## config.mk

```make
export PLATFORM = sky130hd
export DESIGN_NAME = adc_mode_clock_config_regs
export DESIGN_NICKNAME = d
export VERILOG_FILES = /design/src/adc_cfg_pkg.sv /design/src/adc_mode_clock_config_regs.sv /design/src/ready_pin_driver.sv
export SDC_FILE = /design/constraint.sdc
export NUM_CORES = 1
export LEC_CHECK = 0
export BUFFER_PORTS_ARGS = -buffer_cell sky130_fd_sc_hd__buf_2
export CAP_MARGIN = 0
export CORE_UTILIZATION = 45
export CTS_CLUSTER_DIAMETER = 150
export CTS_CLUSTER_SIZE = 12
export DETAILED_ROUTE_END_ITERATION = 12
export MAX_ROUTING_LAYER = met4
export PLACE_DENSITY = 0.72
export SYNTH_ARGS = -nofsm -noshare
export SYNTH_HDL_FRONTEND = slang
export SYNTH_SLANG_ARGS = --single-unit
```

## constraint.sdc

```tcl
create_clock -name aclk -period 1.7 [get_ports aclk]
set_input_delay 0.17 -clock aclk [delete_from_list [all_inputs] [get_ports aclk]]
set_output_delay 0.17 -clock aclk [all_outputs]
set_load 0.005 [all_outputs]
```

## src/adc_cfg_pkg.sv

```systemverilog
/*
 * Shared constants for the converter mode/clock configuration bank:
 * register indices, field positions, reset values, timing and decoders.
 * Assumes a single 100 MHz register clock.
 */
package adc_cfg_pkg;

   // Clock and timing
   localparam int unsigned CLK_PERIOD_NS      = 10;
   localparam int unsigned READY_PULSE_NS     = 40;
   localparam int unsigned READY_PULSE_CYCLES =
      (READY_PULSE_NS + CLK_PERIOD_NS - 1) / CLK_PERIOD_NS;
   localparam int unsigned SERIAL_TIMEOUT_NS  = 1000000;
   localparam int unsigned SERIAL_TIMEOUT_CYCLES =
      SERIAL_TIMEOUT_NS / CLK_PERIOD_NS;
   localparam int unsigned TIMEOUT_W          = 20;
   localparam int unsigned PULSE_W            = 4;

   // Bus layout; register index sits at address bits 7:2
   localparam int unsigned ADDR_W     = 8;
   localparam int unsigned IDX_LO     = 2;
   localparam logic [5:0]  STATUS_IDX = 6'h01;
   localparam logic [5:0]  MODE_IDX   = 6'h02;
   localparam logic [5:0]  CLOCK_IDX  = 6'h03;
   localparam logic [1:0]  RESP_OKAY   = 2'h0;
   localparam logic [1:0]  RESP_SLVERR = 2'h2;

   // Reset values and writable masks
   localparam logic [15:0] MODE_RESET    = 16'h0510;
   localparam logic [15:0] CLOCK_RESET   = 16'hFF0E;
   localparam logic [15:0] MODE_WRITABLE = 16'h3FFF;

   // Mode fields
   localparam int unsigned MODE_REGMAP_CHECK = 13;
   localparam int unsigned MODE_INPUT_CHECK  = 12;
   localparam int unsigned MODE_POLY         = 11;
   localparam int unsigned MODE_RESET_BIT    = 10;
   localparam int unsigned MODE_WLEN_LO      = 8;
   localparam int unsigned MODE_GUARD        = 4;
   localparam int unsigned MODE_SRC_LO       = 2;
   localparam int unsigned MODE_FLOAT        = 1;
   localparam int unsigned MODE_PULSE        = 0;

   // Clock fields
   localparam int unsigned CLK_EN_LO  = 8;
   localparam int unsigned CLK_XTAL   = 7;
   localparam int unsigned CLK_VREF   = 6;
   localparam int unsigned CLK_OSR_LO = 2;
   localparam int unsigned CLK_PWR_LO = 0;

   // Status fields
   localparam int unsigned STAT_FAULT   = 12;
   localparam int unsigned STAT_POLY    = 11;
   localparam int unsigned STAT_RESET   = 10;
   localparam int unsigned STAT_WLEN_LO = 8;

   // Ready source codes
   localparam logic [1:0] SRC_LAGGING = 2'h0;
   localparam logic [1:0] SRC_ANY     = 2'h1;

   // Oversampling ratio
   localparam logic [2:0]  OSR_TOP_CODE = 3'h7;
   localparam logic [13:0] OSR_BASE     = 14'h0080;
   localparam logic [13:0] OSR_TOP      = 14'h3F80;

   function automatic logic [13:0] osr_factor(input logic [2:0] code);
      if (code == OSR_TOP_CODE) begin
         return OSR_TOP;
      end
      return OSR_BASE << code;
   endfunction

endpackage

```

## src/adc_mode_clock_config_regs.sv

```systemverilog
/*
 * Mode and clock/channel configuration bank of an eight-channel
 * converter, with status flags, reached over AXI4-Lite.
 * Assumes event inputs come from logic on aclk; the pin is resolved
 * from out/oe by the surrounding wrapper.
 */
`timescale 1ns/100ps
module adc_mode_clock_config_regs #(
   parameter int unsigned TIMEOUT_CYCLES =
      adc_cfg_pkg::SERIAL_TIMEOUT_CYCLES
) (
   // Clock and reset
   input  wire logic        aclk,
   input  wire logic        aresetn,
   // AXI4-Lite write
   input  wire logic [7:0]  awaddr,
   input  wire logic        awvalid,
   output logic             awready,
   input  wire logic [31:0] wdata,
   input  wire logic [3:0]  wstrb,
   input  wire logic        wvalid,
   output logic             wready,
   output logic [1:0]       bresp,
   output logic             bvalid,
   input  wire logic        bready,
   // AXI4-Lite read
   input  wire logic [7:0]  araddr,
   input  wire logic        arvalid,
   output logic             arready,
   output logic [31:0]      rdata,
   output logic [1:0]       rresp,
   output logic             rvalid,
   input  wire logic        rready,
   // Converter events
   input  wire logic [7:0]  channel_new_data,
   input  wire logic        data_frame_read,
   input  wire logic        frame_check_fail,
   input  wire logic        serial_frame_active,
   // Configuration outputs
   output logic             regmap_check_enable,
   output logic             input_check_enable,
   output logic             check_polynomial_select,
   output logic [1:0]       sample_word_size,
   output logic             serial_inactivity_guard,
   output logic [7:0]       channel_run_enable,
   output logic             crystal_osc_off,
   output logic             outside_vref_select,
   output logic [2:0]       oversample_ratio,
   output logic [13:0]      oversample_factor,
   output logic [1:0]       power_profile,
   output logic             serial_timeout,
   // Ready pin
   output logic             sample_ready_pin_out,
   output logic             sample_ready_pin_oe
);

   typedef struct packed {
      logic [15:0]                          mode;
      logic [15:0]                          clk;
      logic                                 reset_flag;
      logic                                 check_fault;
      logic [7:0]                           ready_flags;
      logic                                 avail;
      logic [13:0]                          osr;
      logic                                 awready;
      logic                                 wready;
      logic [5:0]                           aw_idx;
      logic [15:0]                          w_data;
      logic [1:0]                           w_strb;
      logic                                 bvalid;
      logic [1:0]                           bresp;
      logic                                 arready;
      logic                                 rvalid;
      logic [31:0]                          rdata;
      logic [1:0]                           rresp;
      logic [adc_cfg_pkg::TIMEOUT_W-1:0]    idle_count;
      logic                                 timeout_hit;
   } regs_s;

   regs_s s;
   regs_s next_s;

   // Byte-lane merge of a 16-bit register
   function automatic logic [15:0] merge(input logic [15:0] old,
                                         input logic [15:0] data,
                                         input logic [1:0]  strb,
                                         input logic [15:0] mask);
      logic [15:0] lanes;
      lanes = {{8{strb[1]}}, {8{strb[0]}}} & mask;
      return (old & ~lanes) | (data & lanes);
   endfunction

   // Ready source across enabled channels
   function automatic logic ready_source(input logic [1:0] sel,
                                         input logic [7:0] flags,
                                         input logic [7:0] en);
      logic [7:0] lead;
      lead = en & (~en + 8'h01);
      if (en == 8'h00) begin
         return 1'b0;
      end
      if (sel == adc_cfg_pkg::SRC_LAGGING) begin
         return (flags & en) == en;
      end
      if (sel == adc_cfg_pkg::SRC_ANY) begin
         return |(flags & en);
      end
      return |(flags & lead);
   endfunction

   logic        aw_take;
   logic        w_take;
   logic        ar_take;
   logic        wr_fire;
   logic [5:0]  ar_idx;
   logic [5:0]  wr_idx;
   logic [15:0] wr_data;
   logic [1:0]  wr_strb;
   logic [15:0] status_word;
   logic [7:0]  run_en;

   always_comb begin
      aw_take = awvalid && s.awready;
      w_take  = wvalid && s.wready;
      ar_take = arvalid && s.arready;
      wr_idx  = aw_take ? awaddr[adc_cfg_pkg::IDX_LO +: 6] : s.aw_idx;
      wr_data = w_take ? wdata[15:0] : s.w_data;
      wr_strb = w_take ? wstrb[1:0] : s.w_strb;
      ar_idx  = araddr[adc_cfg_pkg::IDX_LO +: 6];
      run_en  = s.clk[adc_cfg_pkg::CLK_EN_LO +: 8];
      // Both halves of a write held and no response outstanding
      wr_fire = (!s.awready || aw_take) && (!s.wready || w_take)
                && !s.bvalid;
      status_word = '0;
      status_word[adc_cfg_pkg::STAT_FAULT]  = s.check_fault;
      status_word[adc_cfg_pkg::STAT_POLY]   =
         s.mode[adc_cfg_pkg::MODE_POLY];
      status_word[adc_cfg_pkg::STAT_RESET]  = s.reset_flag;
      status_word[adc_cfg_pkg::STAT_WLEN_LO +: 2] =
         s.mode[adc_cfg_pkg::MODE_WLEN_LO +: 2];
      status_word[7:0] = s.ready_flags;
   end

   always_comb begin
      next_s = s;
      if (aw_take) begin
         next_s.awready = 1'b0;
         next_s.aw_idx  = wr_idx;
      end
      if (w_take) begin
         next_s.wready = 1'b0;
         next_s.w_data = wr_data;
         next_s.w_strb = wr_strb;
      end
      if (wr_fire) begin
         next_s.bvalid = 1'b1;
         next_s.bresp  = adc_cfg_pkg::RESP_OKAY;
         if (wr_idx == adc_cfg_pkg::MODE_IDX) begin
            // Bits 15:14 never store; 7:5 kept as written
            next_s.mode = merge(s.mode, wr_data, wr_strb,
                                adc_cfg_pkg::MODE_WRITABLE);
            if (wr_strb[1] && !wr_data[adc_cfg_pkg::MODE_RESET_BIT]) begin
               next_s.reset_flag = 1'b0;
            end
         end else if (wr_idx == adc_cfg_pkg::CLOCK_IDX) begin
            next_s.clk = merge(s.clk, wr_data, wr_strb, '1);
         end else begin
            // Status is read-only; unmapped writes are refused
            next_s.bresp = adc_cfg_pkg::RESP_SLVERR;
         end
      end
      if (s.bvalid && bready) begin
         next_s.bvalid  = 1'b0;
         next_s.awready = 1'b1;
         next_s.wready  = 1'b1;
      end
      if (ar_take) begin
         next_s.arready = 1'b0;
         next_s.rvalid  = 1'b1;
         next_s.rresp   = adc_cfg_pkg::RESP_OKAY;
         next_s.rdata   = '0;
         unique case (ar_idx)
            adc_cfg_pkg::STATUS_IDX: begin
               next_s.rdata[15:0]  = status_word;
               next_s.check_fault  = 1'b0;
            end
            adc_cfg_pkg::MODE_IDX:  next_s.rdata[15:0] = s.mode;
            adc_cfg_pkg::CLOCK_IDX: next_s.rdata[15:0] = s.clk;
            default: next_s.rresp = adc_cfg_pkg::RESP_SLVERR;
         endcase
      end
      if (s.rvalid && rready) begin
         next_s.rvalid  = 1'b0;
         next_s.arready = 1'b1;
      end
      // Events win over a clear in the same cycle
      if (frame_check_fail && s.mode[adc_cfg_pkg::MODE_INPUT_CHECK]) begin
         next_s.check_fault = 1'b1;
      end
      if (data_frame_read) begin
         next_s.ready_flags = '0;
      end
      next_s.ready_flags = next_s.ready_flags
                           | (channel_new_data & run_en);
      next_s.avail = ready_source(s.mode[adc_cfg_pkg::MODE_SRC_LO +: 2],
                                  s.ready_flags, run_en);
      next_s.osr = adc_cfg_pkg::osr_factor(
                      s.clk[adc_cfg_pkg::CLK_OSR_LO +: 3]);
      next_s.timeout_hit = 1'b0;
      if (s.mode[adc_cfg_pkg::MODE_GUARD] && serial_frame_active) begin
         // Long count kept as a parameter so benches can shorten it
         if (s.idle_count == adc_cfg_pkg::TIMEOUT_W'(TIMEOUT_CYCLES - 1))
         begin
            next_s.idle_count  = '0;
            next_s.timeout_hit = 1'b1;
         end else begin
            next_s.idle_count = s.idle_count + 1'b1;
         end
      end else begin
         next_s.idle_count = '0;
      end
      if (!aresetn) begin
         next_s             = '0;
         next_s.mode        = adc_cfg_pkg::MODE_RESET;
         next_s.clk         = adc_cfg_pkg::CLOCK_RESET;
         next_s.reset_flag  = 1'b1;
         next_s.osr         = adc_cfg_pkg::osr_factor(
            adc_cfg_pkg::CLOCK_RESET[adc_cfg_pkg::CLK_OSR_LO +: 3]);
         next_s.awready     = 1'b1;
         next_s.wready      = 1'b1;
         next_s.arready     = 1'b1;
      end
   end

   always_ff @(posedge aclk) begin
      s <= next_s;
   end

   ready_pin_driver u_ready_pin (
      .aclk           (aclk),
      .aresetn        (aresetn),
      .data_available (s.avail),
      .idle_float     (s.mode[adc_cfg_pkg::MODE_FLOAT]),
      .pulse_style    (s.mode[adc_cfg_pkg::MODE_PULSE]),
      .pin_out        (sample_ready_pin_out),
      .pin_oe         (sample_ready_pin_oe)
   );

   assign awready = s.awready;
   assign wready  = s.wready;
   assign bvalid  = s.bvalid;
   assign bresp   = s.bresp;
   assign arready = s.arready;
   assign rvalid  = s.rvalid;
   assign rdata   = s.rdata;
   assign rresp   = s.rresp;
   assign regmap_check_enable     =
      s.mode[adc_cfg_pkg::MODE_REGMAP_CHECK];
   assign input_check_enable      =
      s.mode[adc_cfg_pkg::MODE_INPUT_CHECK];
   assign check_polynomial_select = s.mode[adc_cfg_pkg::MODE_POLY];
   assign sample_word_size        =
      s.mode[adc_cfg_pkg::MODE_WLEN_LO +: 2];
   assign serial_inactivity_guard = s.mode[adc_cfg_pkg::MODE_GUARD];
   assign channel_run_enable      = run_en;
   assign crystal_osc_off         = s.clk[adc_cfg_pkg::CLK_XTAL];
   assign outside_vref_select     = s.clk[adc_cfg_pkg::CLK_VREF];
   assign oversample_ratio        = s.clk[adc_cfg_pkg::CLK_OSR_LO +: 3];
   assign oversample_factor       = s.osr;
   assign power_profile           =
      s.clk[adc_cfg_pkg::CLK_PWR_LO +: 2];
   assign serial_timeout          = s.timeout_hit;
endmodule

```

## src/ready_pin_driver.sv

```systemverilog
/*
 * Drives the sample-ready pin: held low, single fixed low pulse,
 * idle high or released. Inputs come from same-clock logic.
 */
`timescale 1ns/100ps
module ready_pin_driver (
   // Clock and reset
   input  wire logic aclk,
   input  wire logic aresetn,
   // Control
   input  wire logic data_available,
   input  wire logic idle_float,
   input  wire logic pulse_style,
   // Pin
   output logic      pin_out,
   output logic      pin_oe
);

   typedef enum logic [1:0] {IDLE, HOLD_LOW, PULSE, SPENT} pin_state_e;

   typedef struct packed {
      pin_state_e                              state;
      logic [adc_cfg_pkg::PULSE_W-1:0]         count;
      logic                                    out;
      logic                                    oe;
   } pin_s;

   pin_s s;
   pin_s next_s;

   always_comb begin
      next_s = s;
      unique case (s.state)
         IDLE, SPENT: begin
            if (!data_available) begin
               next_s.state = IDLE;
            end else if (!pulse_style) begin
               next_s.state = HOLD_LOW;
            end else if (s.state == IDLE) begin
               next_s.state = PULSE;
               next_s.count = '0;
            end
         end
         HOLD_LOW: begin
            if (!data_available || pulse_style) begin
               next_s.state = data_available ? SPENT : IDLE;
            end
         end
         PULSE: begin
            next_s.count = s.count + 1'b1;
            if (s.count == adc_cfg_pkg::PULSE_W'(
                   adc_cfg_pkg::READY_PULSE_CYCLES - 1)) begin
               next_s.state = SPENT;
            end
         end
      endcase
      // Outside the low phase the pin idles high or floats
      if (next_s.state == HOLD_LOW || next_s.state == PULSE) begin
         next_s.out = 1'b0;
         next_s.oe  = 1'b1;
      end else begin
         next_s.out = 1'b1;
         next_s.oe  = !idle_float;
      end
      if (!aresetn) begin
         next_s.state = IDLE;
         next_s.count = '0;
         next_s.out   = 1'b1;
         next_s.oe    = 1'b1;
      end
   end

   always_ff @(posedge aclk) begin
      s <= next_s;
   end

   assign pin_out = s.out;
   assign pin_oe  = s.oe;

   wire in_pulse = (s.state == PULSE);
endmodule

```

=== Yosys cells after proc, flatten, opt, wreduce, memory -nomap -nowiden ===
Index checks and enable logic that the tools add are counted.
W data, S select, Z words.

* Add/subtract/negate cells: 3
* Equality and inequality tests: 18
* Shift-type cells: 1
* Mux-type cells: 38
* Bitwise logic cells: 17
* Reductions and logical operators: 40

{| class="wikitable"
|+ Operator list
! cell !! number
|-
| $and A16 B16 Y16 || 3
|-
| $pmux W16 S3 || 1
|-
| $and A8 B8 Y8 || 4
|-
| $or A16 B16 Y16 || 2
|-
| $mux W14 || 2
|-
| $eq A6 B2 Y1 const B || 4
|-
| $add A20 B1 Y20 const B || 1
|-
| $eq A20 B17 Y1 const B || 1
|-
| $mux W2 || 10
|-
| $mux W1 || 17
|-
| $and A16 B14 Y16 || 1
|-
| $mux W16 || 1
|-
| $not A14 Y16 || 1
|-
| $not A16 Y16 || 1
|-
| $reduce_or A8 Y1 || 2
|-
| $shl A8 B3 Y14 const A || 1
|-
| $mux W6 || 2
|-
| $logic_and A1 B1 Y1 || 10
|-
| $add A8 B1 Y8 const B || 1
|-
| $eq A8 B8 Y1 || 1
|-
| $logic_not A8 Y1 || 1
|-
| $mux W4 || 2
|-
| $mux W8 || 1
|-
| $not A8 Y8 || 1
|-
| 21 further kinds || 46
|}

* Flip-flop bits (word level): 135
* Input port bits: 70
* Output and inout port bits: 79
* Logic and storage cells: 141

=== Depth between registers and ports, before layout ===
Gate-level depths: netlist of run 1.

* Word-level depth: 8
* Depth in mapped cells: 7
* Gate-level depth less buffers: 7

=== Cells and area by module ===
Synthesis of run 1 repeated with hierarchy kept, for this count alone.

* Cell total of the unflattened synthesis: 654
* Area, all modules: 5883.1 um^2

{| class="wikitable"
|+ By module, submodules not included
! module !! instances !! cells an instance !! area an instance (um^2) !! sequential area each (um^2)
|-
| adc_mode_clock_config_regs || 1 || 603 || 5418.9 || 2322.2
|-
| ready_pin_driver || 1 || 51 || 464.2 || 160.2
|}

=== Least setup slack after synthesis of run 1 ===
Ideal clock, no wire load.

* Path kind: register to register
* Start: register s[80] in the netlist's numbering
* End: register with a tool-made name
* Setup time: 121 ps
* Data arrival time: 1550 ps
* Data required time: 1579 ps
* Slack: 30 ps
* Cell stages (with the launch flop): 6
* Path buffers: 0
* Clock period less this slack: 1670 ps
* Path through: dfxtp_1 > nor4_1 > and2_1 > nand3_1 > a21oi_2 > mux2_2

{| class="wikitable"
|+ RTL lines
! item !! line !! text
|-
| from (decl) || adc_mode_clock_config_regs.sv:80 || <nowiki>regs_s s;</nowiki>
|-
| from (signal assigned) || adc_mode_clock_config_regs.sv:236 || <nowiki>s <= next_s;</nowiki>
|}

=== Worst setup path after layout of run 1 ===
* Start: register s[1] in the netlist's numbering
* End: register s[15] in the netlist's numbering

* Cells in the longest elaborated chain, start to end: 2
* Elaborated cells between the ends (all ways): 3
* Those cells by class: add/sub: 1; eq/ne: 1; reduce/logical: 1

{| class="wikitable"
|+ Ends and longest elaborated chain
! item
|-
| parallel branches: the longest is 2 deep, another holds $add A20 B1 Y20
|}

Parallel ways; which one is timed is not known.
A chain may end at the register's enable or synchronous reset.

==> metrics.md, run 1 <==
| Metric | Value |
|---|---|
| Clk pin slew, worst setup/hold paths | 60 ps |
| Vias/cell | 5.05 |
| Max-Cap Viols | 0 |
| Clock Latency Late Sink | 420 ps |
| Tcrit/Tclk final | 0.981 |
| Chip Height | 117 um |
| Area of the core | about 0.013 mm2 |
| Drt pass-1 iters | 4 |
| Setup Skew | ~17 ps |
| Crit path max fanout | 4 |
| CTS H-tree depth | 4 |
| Number of max-slew violations in the final report | 0 |
| GRT Overall Usage | 0.211 |
| Via Count | 4729 |
| Fin area | 0.00731 mm2 |
| Root Driver | clkbuf_16 |
| Post-synthesis cell area | around 0.006 mm2 |
| TritonCTS clock tree | built |
| Endpoints failing hold | 0 |
| Io pins | 149 |
| Initial DRC count | 286 |
| Kind of cell adding the most delay to the critical path | simple AND/OR/NAND/NOR gates |
| Post-synthesis async set-or-reset flop share | 0 |
| Placed Instance Area | 0.00642 mm2 |
| Worst Path Required | slightly above 2000 ps |
| Clock buffer depth | 2 |
| # setup viols final | 0 |
| DRC violations left | 0 |
| Port Buffer Count | 101 |
| Vias in the first global route | 4671 |
| Sequential area share after synthesis | 0.415 |
| DP HPWL | roughly 10 mm |
| Cells along the critical path | ha_4 > nand4_1 > nor4_1 > buf_4 > nand4_1 > xor2_1 > nor2_1 |
| Total CTS buffers | 17 |
| Initial Util | 0.469 |
| Largest stage delay, worst path | ~360 ps |
| Total routed wirelength | between 10 and 15 mm |
| Full die area | 0.0138 mm2 |
| Type of the most critical hold path | primary input to flip-flop |
| Final WS setup | 31.7 ps |
| GP Congestion | 0.890 |
| Post-route minimum period | 1670 ps |
| Global-route wire length before repair | 22.4 mm |
| Initial antenna violation count | 0 |
| CP max stage cell | dfxtp_2 |
| Leakage | 3.15 nW |
| Number of synthesized flops with an enable pin | 0 |
| Clock Sinks | 124 |
| Core Rows | 41 |
| Die W | 117 um |
| Critical path class | flip-flop to flip-flop |
| Max Fclk | 599 MHz |
| Post-route ant nets | 0 |
| WP data arrival | 2020 ps |
| Post-synthesis cell type count | 60 |
| Flops & latches, synth | 124 |
| WHS | 5.47 ps |
| Total Nets Final | 826 |
| Category of the worst setup path launch point | flip-flop |
| Ratio of cells with drive above 1 in the final layout | 0.306 |
| Total Power | 7.25 mW |
| Gr ovfl total | 0 |
| Largest net degree at the start of global routing | 97 |
| Critical path's most frequent cell | nand4_1 |
| Syn. warnings | 0 |
| VDD IR max | just over 700 uV |
| Place WS | -29.4 ps |
| N_diodes | 0 |
| Unrepaired setup endpoints after global routing | true |
| Most used flip-flop cell after synthesis | dfxtp_1 |
| Cells after synthesis | 653 |
| Drt wl/cell | between 15 and 20 um |
| Pwr dens | 993 mW/mm2 |
| Area delta synth->final | 22.1% |
| Crit end category | flip-flop |
| Syn_area_per_cell | slightly above 9 um2 |
| Outcome | completed |
| Crit path buf inv count | 1 |
==> synthesized netlist by cell type (10+ instances only) <==
master | instances | area (um2)
o21ai_0 | 14 | 70.1
a21boi_0 | 13 | 97.6
nand3_1 | 20 | 100
mux2_2 | 24 | 270
nand2_1 | 73 | 274
dfxtp_1 | 124 | 2480
nor2b_1 | 33 | 206
a22oi_1 | 23 | 173
inv_1 | 19 | 71.3
nand2b_1 | 19 | 119
buf_4 | 66 | 495
nor2_1 | 28 | 105
and2_1 | 30 | 188
mux2i_1 | 30 | 300
xor2_1 | 12 | 105
clkbuf_1 | 16 | 60.1
xnor2_1 | 10 | 87.6
==> through the flow <==
stage          cells   util  setup TNS [ps]
5_1_grt          936  0.572            -577
3_3_place_gp     891  0.503           -44.9
4_1_cts          929  0.558               0
6_report         936  0.572               0
3_5_place_dp     891  0.503            -223
2_1_floorplan    677      -               0
==> layout by cell type, fill, tap and decap left out, types with 12 or more instances in the layout <==
master,instances
buf_2,101
a22oi_1,23
nand2b_1,19
nor2_1,28
and2_1,28
conb_1,25
mux2i_1,29
buf_4,36
mux2_2,16
clkbuf_16,17
nor2b_1,33
o21ai_0,12
nand3_1,18
xor2_1,12
nand2_1,72
a21boi_0,13
dfxtp_1,119
inv_1,19
==> logic make-up (layout without fill, tap and decap cells) <==
family	count (synthesis)	count (layout)	synth area share
AOI/OAI and AO/OA	92	92	0.111
other	1	25	0.000626
adders and majority gates	5	5	0.0105
xor gates and xnor gates	22	22	0.0322
and+or+nand+nor	243	243	0.213
buffers and inverters	109	196	0.118
muxes	57	57	0.101
DFF	124	124	0.415
==> cell type report <==
cell class	instances	area (um2)
multi-input combinational	444	3040
fill	1124	5470
timing repair buffer	145	880
tap	172	215
inverter	19	71.3
sequential	124	2490
clock buffer	20	467
clock inverter	12	144
==> power by group <==
group	switching (mW)	leakage, nW	internal [mW]
Combinational	0.283	1.84	0.241
Clock	1.30	0.301	2.40
Sequential	0.0496	1.01	2.98
==> worst min-delay path, cell delays in order <==
cell      delay (ps)
buf_2            110
nand2_1           40
a21boi_0          60
==> repair_timing <==
item | CTS | global route
gates resized for setup | 7 | 33
hold buffers | 3 | 0
pin swaps | 5 | 10
endpoints found under the setup margin | 16 | 51
hold endpoints to repair | 3 | 0
gates cloned | 0 | 0
setup buffers | 3 | 7
==> worst paths after layout <==
path / startpoint / cells past startpoint / slack, ps / endpoint
worst max-delay path: s[1] / 7 / 30 / s[15]
worst min-delay path: awaddr[3] / 3 / 5 / s[79]
worst max register to register: s[1] / 7 / 30 / s[15]
worst min register to register: s[1] / 1 / 450 / s[1]
==> layer usage <==
metal	routed length [um]	share of wire	up-vias	track usage
met4	266	0.019	0	0.0747
li1	-	-	2332	-
met2	7170	0.50	112	0.358
met5	0	0	-	-
met1	6080	0.43	2260	0.231
met3	770	0.054	25	0.0691
Power figures use the tool's default switching activity.
==> run 2: changes to the inputs <==
Settings changed: MAX_ROUTING_LAYER met4 to unset.
==> metrics.md, run 2 (synthesis gave the netlist of run 1 again) <==
| Metric | Value |
|---|---|
| Outcome | completed |
| Place WS | -112 ps |
| WP data arrival | between 1500 and 2000 ps |
| Post-route minimum period | 1660 ps |
| Critical path's most frequent cell | a21oi_4 |
| Root Driver | clkbuf_16 |
| Via Count | 4684 |
| Stages on worst setup path | 4 |
| Io pins | 149 |
| Setup Skew | approximately 7.2 ps |
| TNS Setup | 0 ps |
| Kind of cell adding the most delay to the critical path | compound AO/OA/AOI/OAI gates |
| Chip Height | around 120 um |
| Gr ovfl total | 0 |
| Category of the worst setup path launch point | flip-flop |
| Vias/cell | 5.01 |
| # setup viols final | 0 |
| Placed Instance Area | roughly 0.0064 mm2 |
| GP Congestion | just under 0.9 |
| TritonCTS clock tree | built |
| Multi-input gate area | 0.00304 mm2 |
| Core Rows | 41 |
| Full die area | 0.0138 mm2 |
| Unrepaired setup endpoints after global routing | true |
| Hold Path Cell Cnt | 3 |
| Drt pass-1 iters | 4 |
| Total CTS buffers | 17 |
| Worst R2R Setup Slack | 40 ps |
| Initial Util | 0.469 |
| Total routed wirelength | 14.2 mm |
| Clock Latency Late Sink | 410 ps |
| Area delta synth->final | 21.2% |
| Final WS setup | 35.5 ps |
| Crit end category | flip-flop |
| Endpoints failing hold | 0 |
| Crit path buf inv count | 0 |
| Layout Utilization | 0.568 |
| Largest stage delay, worst path | 370 ps |
| Commonest non-fill, non-tap cell in the layout | dfxtp_1 |
| Clk pin slew, worst setup/hold paths | 50 ps |
| Max-Cap Viols | 0 |
| Leakage | between 3 and 4 nW |
| Area of the core | 0.0128 mm2 |
| Tcrit/Tclk final | 0.979 |
| WHS | 19.2 ps |
| Type of the most critical hold path | primary input to flip-flop |
| Die W | 117 um |
| VDD IR max | 897 uV |
| Drt wl/cell | 15.2 um |
| Crit path max fanout | 5 |
| Clock Sinks | 124 |
| Total Nets Final | 824 |
| Non-filler cells, final | ~930 |
| Pwr dens | 969 mW/mm2 |
| DP HPWL | 10.3 mm |
| Filler instances | ~1100 |
| Max Fclk | 601 MHz |
| DRC violations left | 0 |
| Worst Path Required | roughly 2000 ps |
| Largest net degree at the start of global routing | 37 |
| Total Power | ~7.0 mW |
| FF-to-FF Start | wready |
| Hold EP | serial_timeout |
| Worst Hold Launch | serial_frame_active |
| Cells along the critical path | a21oi_4 > nand4b_2 > a21oi_4 > mux2_4 |
| R2R depth | 4 |
| Post-route ant nets | 0 |
| Port Buffer Count | 101 |
| Vias in the first global route | between 4000 and 5000 |
| Clock buffer depth | 2 |
| Fin area | 0.00725 mm2 |
| Number of max-slew violations in the final report | 0 |
| Most frequent cells in the layout | dfxtp_1 (119), buf_2 (101), nand2_1 (73) |
| CP max stage cell | dfxtp_1 |
| Initial antenna violation count | 0 |
| Global-route wire length before repair | 22.9 mm |
| FF+latch area | between 0.002 and 0.0025 mm2 |
| Ratio of cells with drive above 1 in the final layout | 0.295 |
| GRT Overall Usage | 0.212 |
| Critical path class | flip-flop to flip-flop |
| CTS H-tree depth | 4 |
| N_diodes | 0 |
| Post-Place Cells | around 890 |
| Initial DRC count | 224 |
[run 2: tightest hold or removal path: cells and delay by family]
kind / cells / cell delay [ps]
buffers and inverters: 1 / 90
and+or+nand+nor: 2 / 130
[run 2: what timing repair did]
action,4_1_cts,5_1_grt
cloned,0,0
pin swaps,5,14
hold buffers,3,0
buffers inserted,1,4
endpoints found under the setup margin,27,53
endpoints found under the hold margin,3,0
resized for setup,7,32
[run 2: final cells by class]
| class | instances | share of cell area |
|---|---|---|
| Multi-Input combinational cell | 444 | 0.419 |
| Clock inverter | 6 | 0.00793 |
| Inverter | 19 | 0.00983 |
| Sequential cell | 124 | 0.343 |
| Tap cell | 172 | 0.0297 |
| Timing Repair Buffer | 143 | 0.119 |
| Clock buffer | 26 | 0.0716 |
[run 2: where the power goes]
group	switching (mW)	internal, mW
Clock	1.23	2.23
Sequential	0.0530	2.98
Combinational	0.286	0.245
Total	1.57	5.46
[run 2: worst max path at each step]
stage / startpoint / to / slack (ps)
after floorplan: s[80] / flip-flop / 30
after global placement: awaddr[6] / flip-flop / -60
after detailed placement: s[80] / flip-flop / -110
after CTS: s[82] / flip-flop / -20
after global routing: s[80] / flip-flop / -60
final: wready / flip-flop / 40
[run 2: layer usage]
metal / up-vias / wire, um / track usage
li1: 2326 / - / -
met1: 2224 / 6000 / 0.245
met5: - / 0 / 0
met3: 18 / 839 / 0.0725
met2: 116 / 7130 / 0.360
met4: 0 / 230 / 0.0755
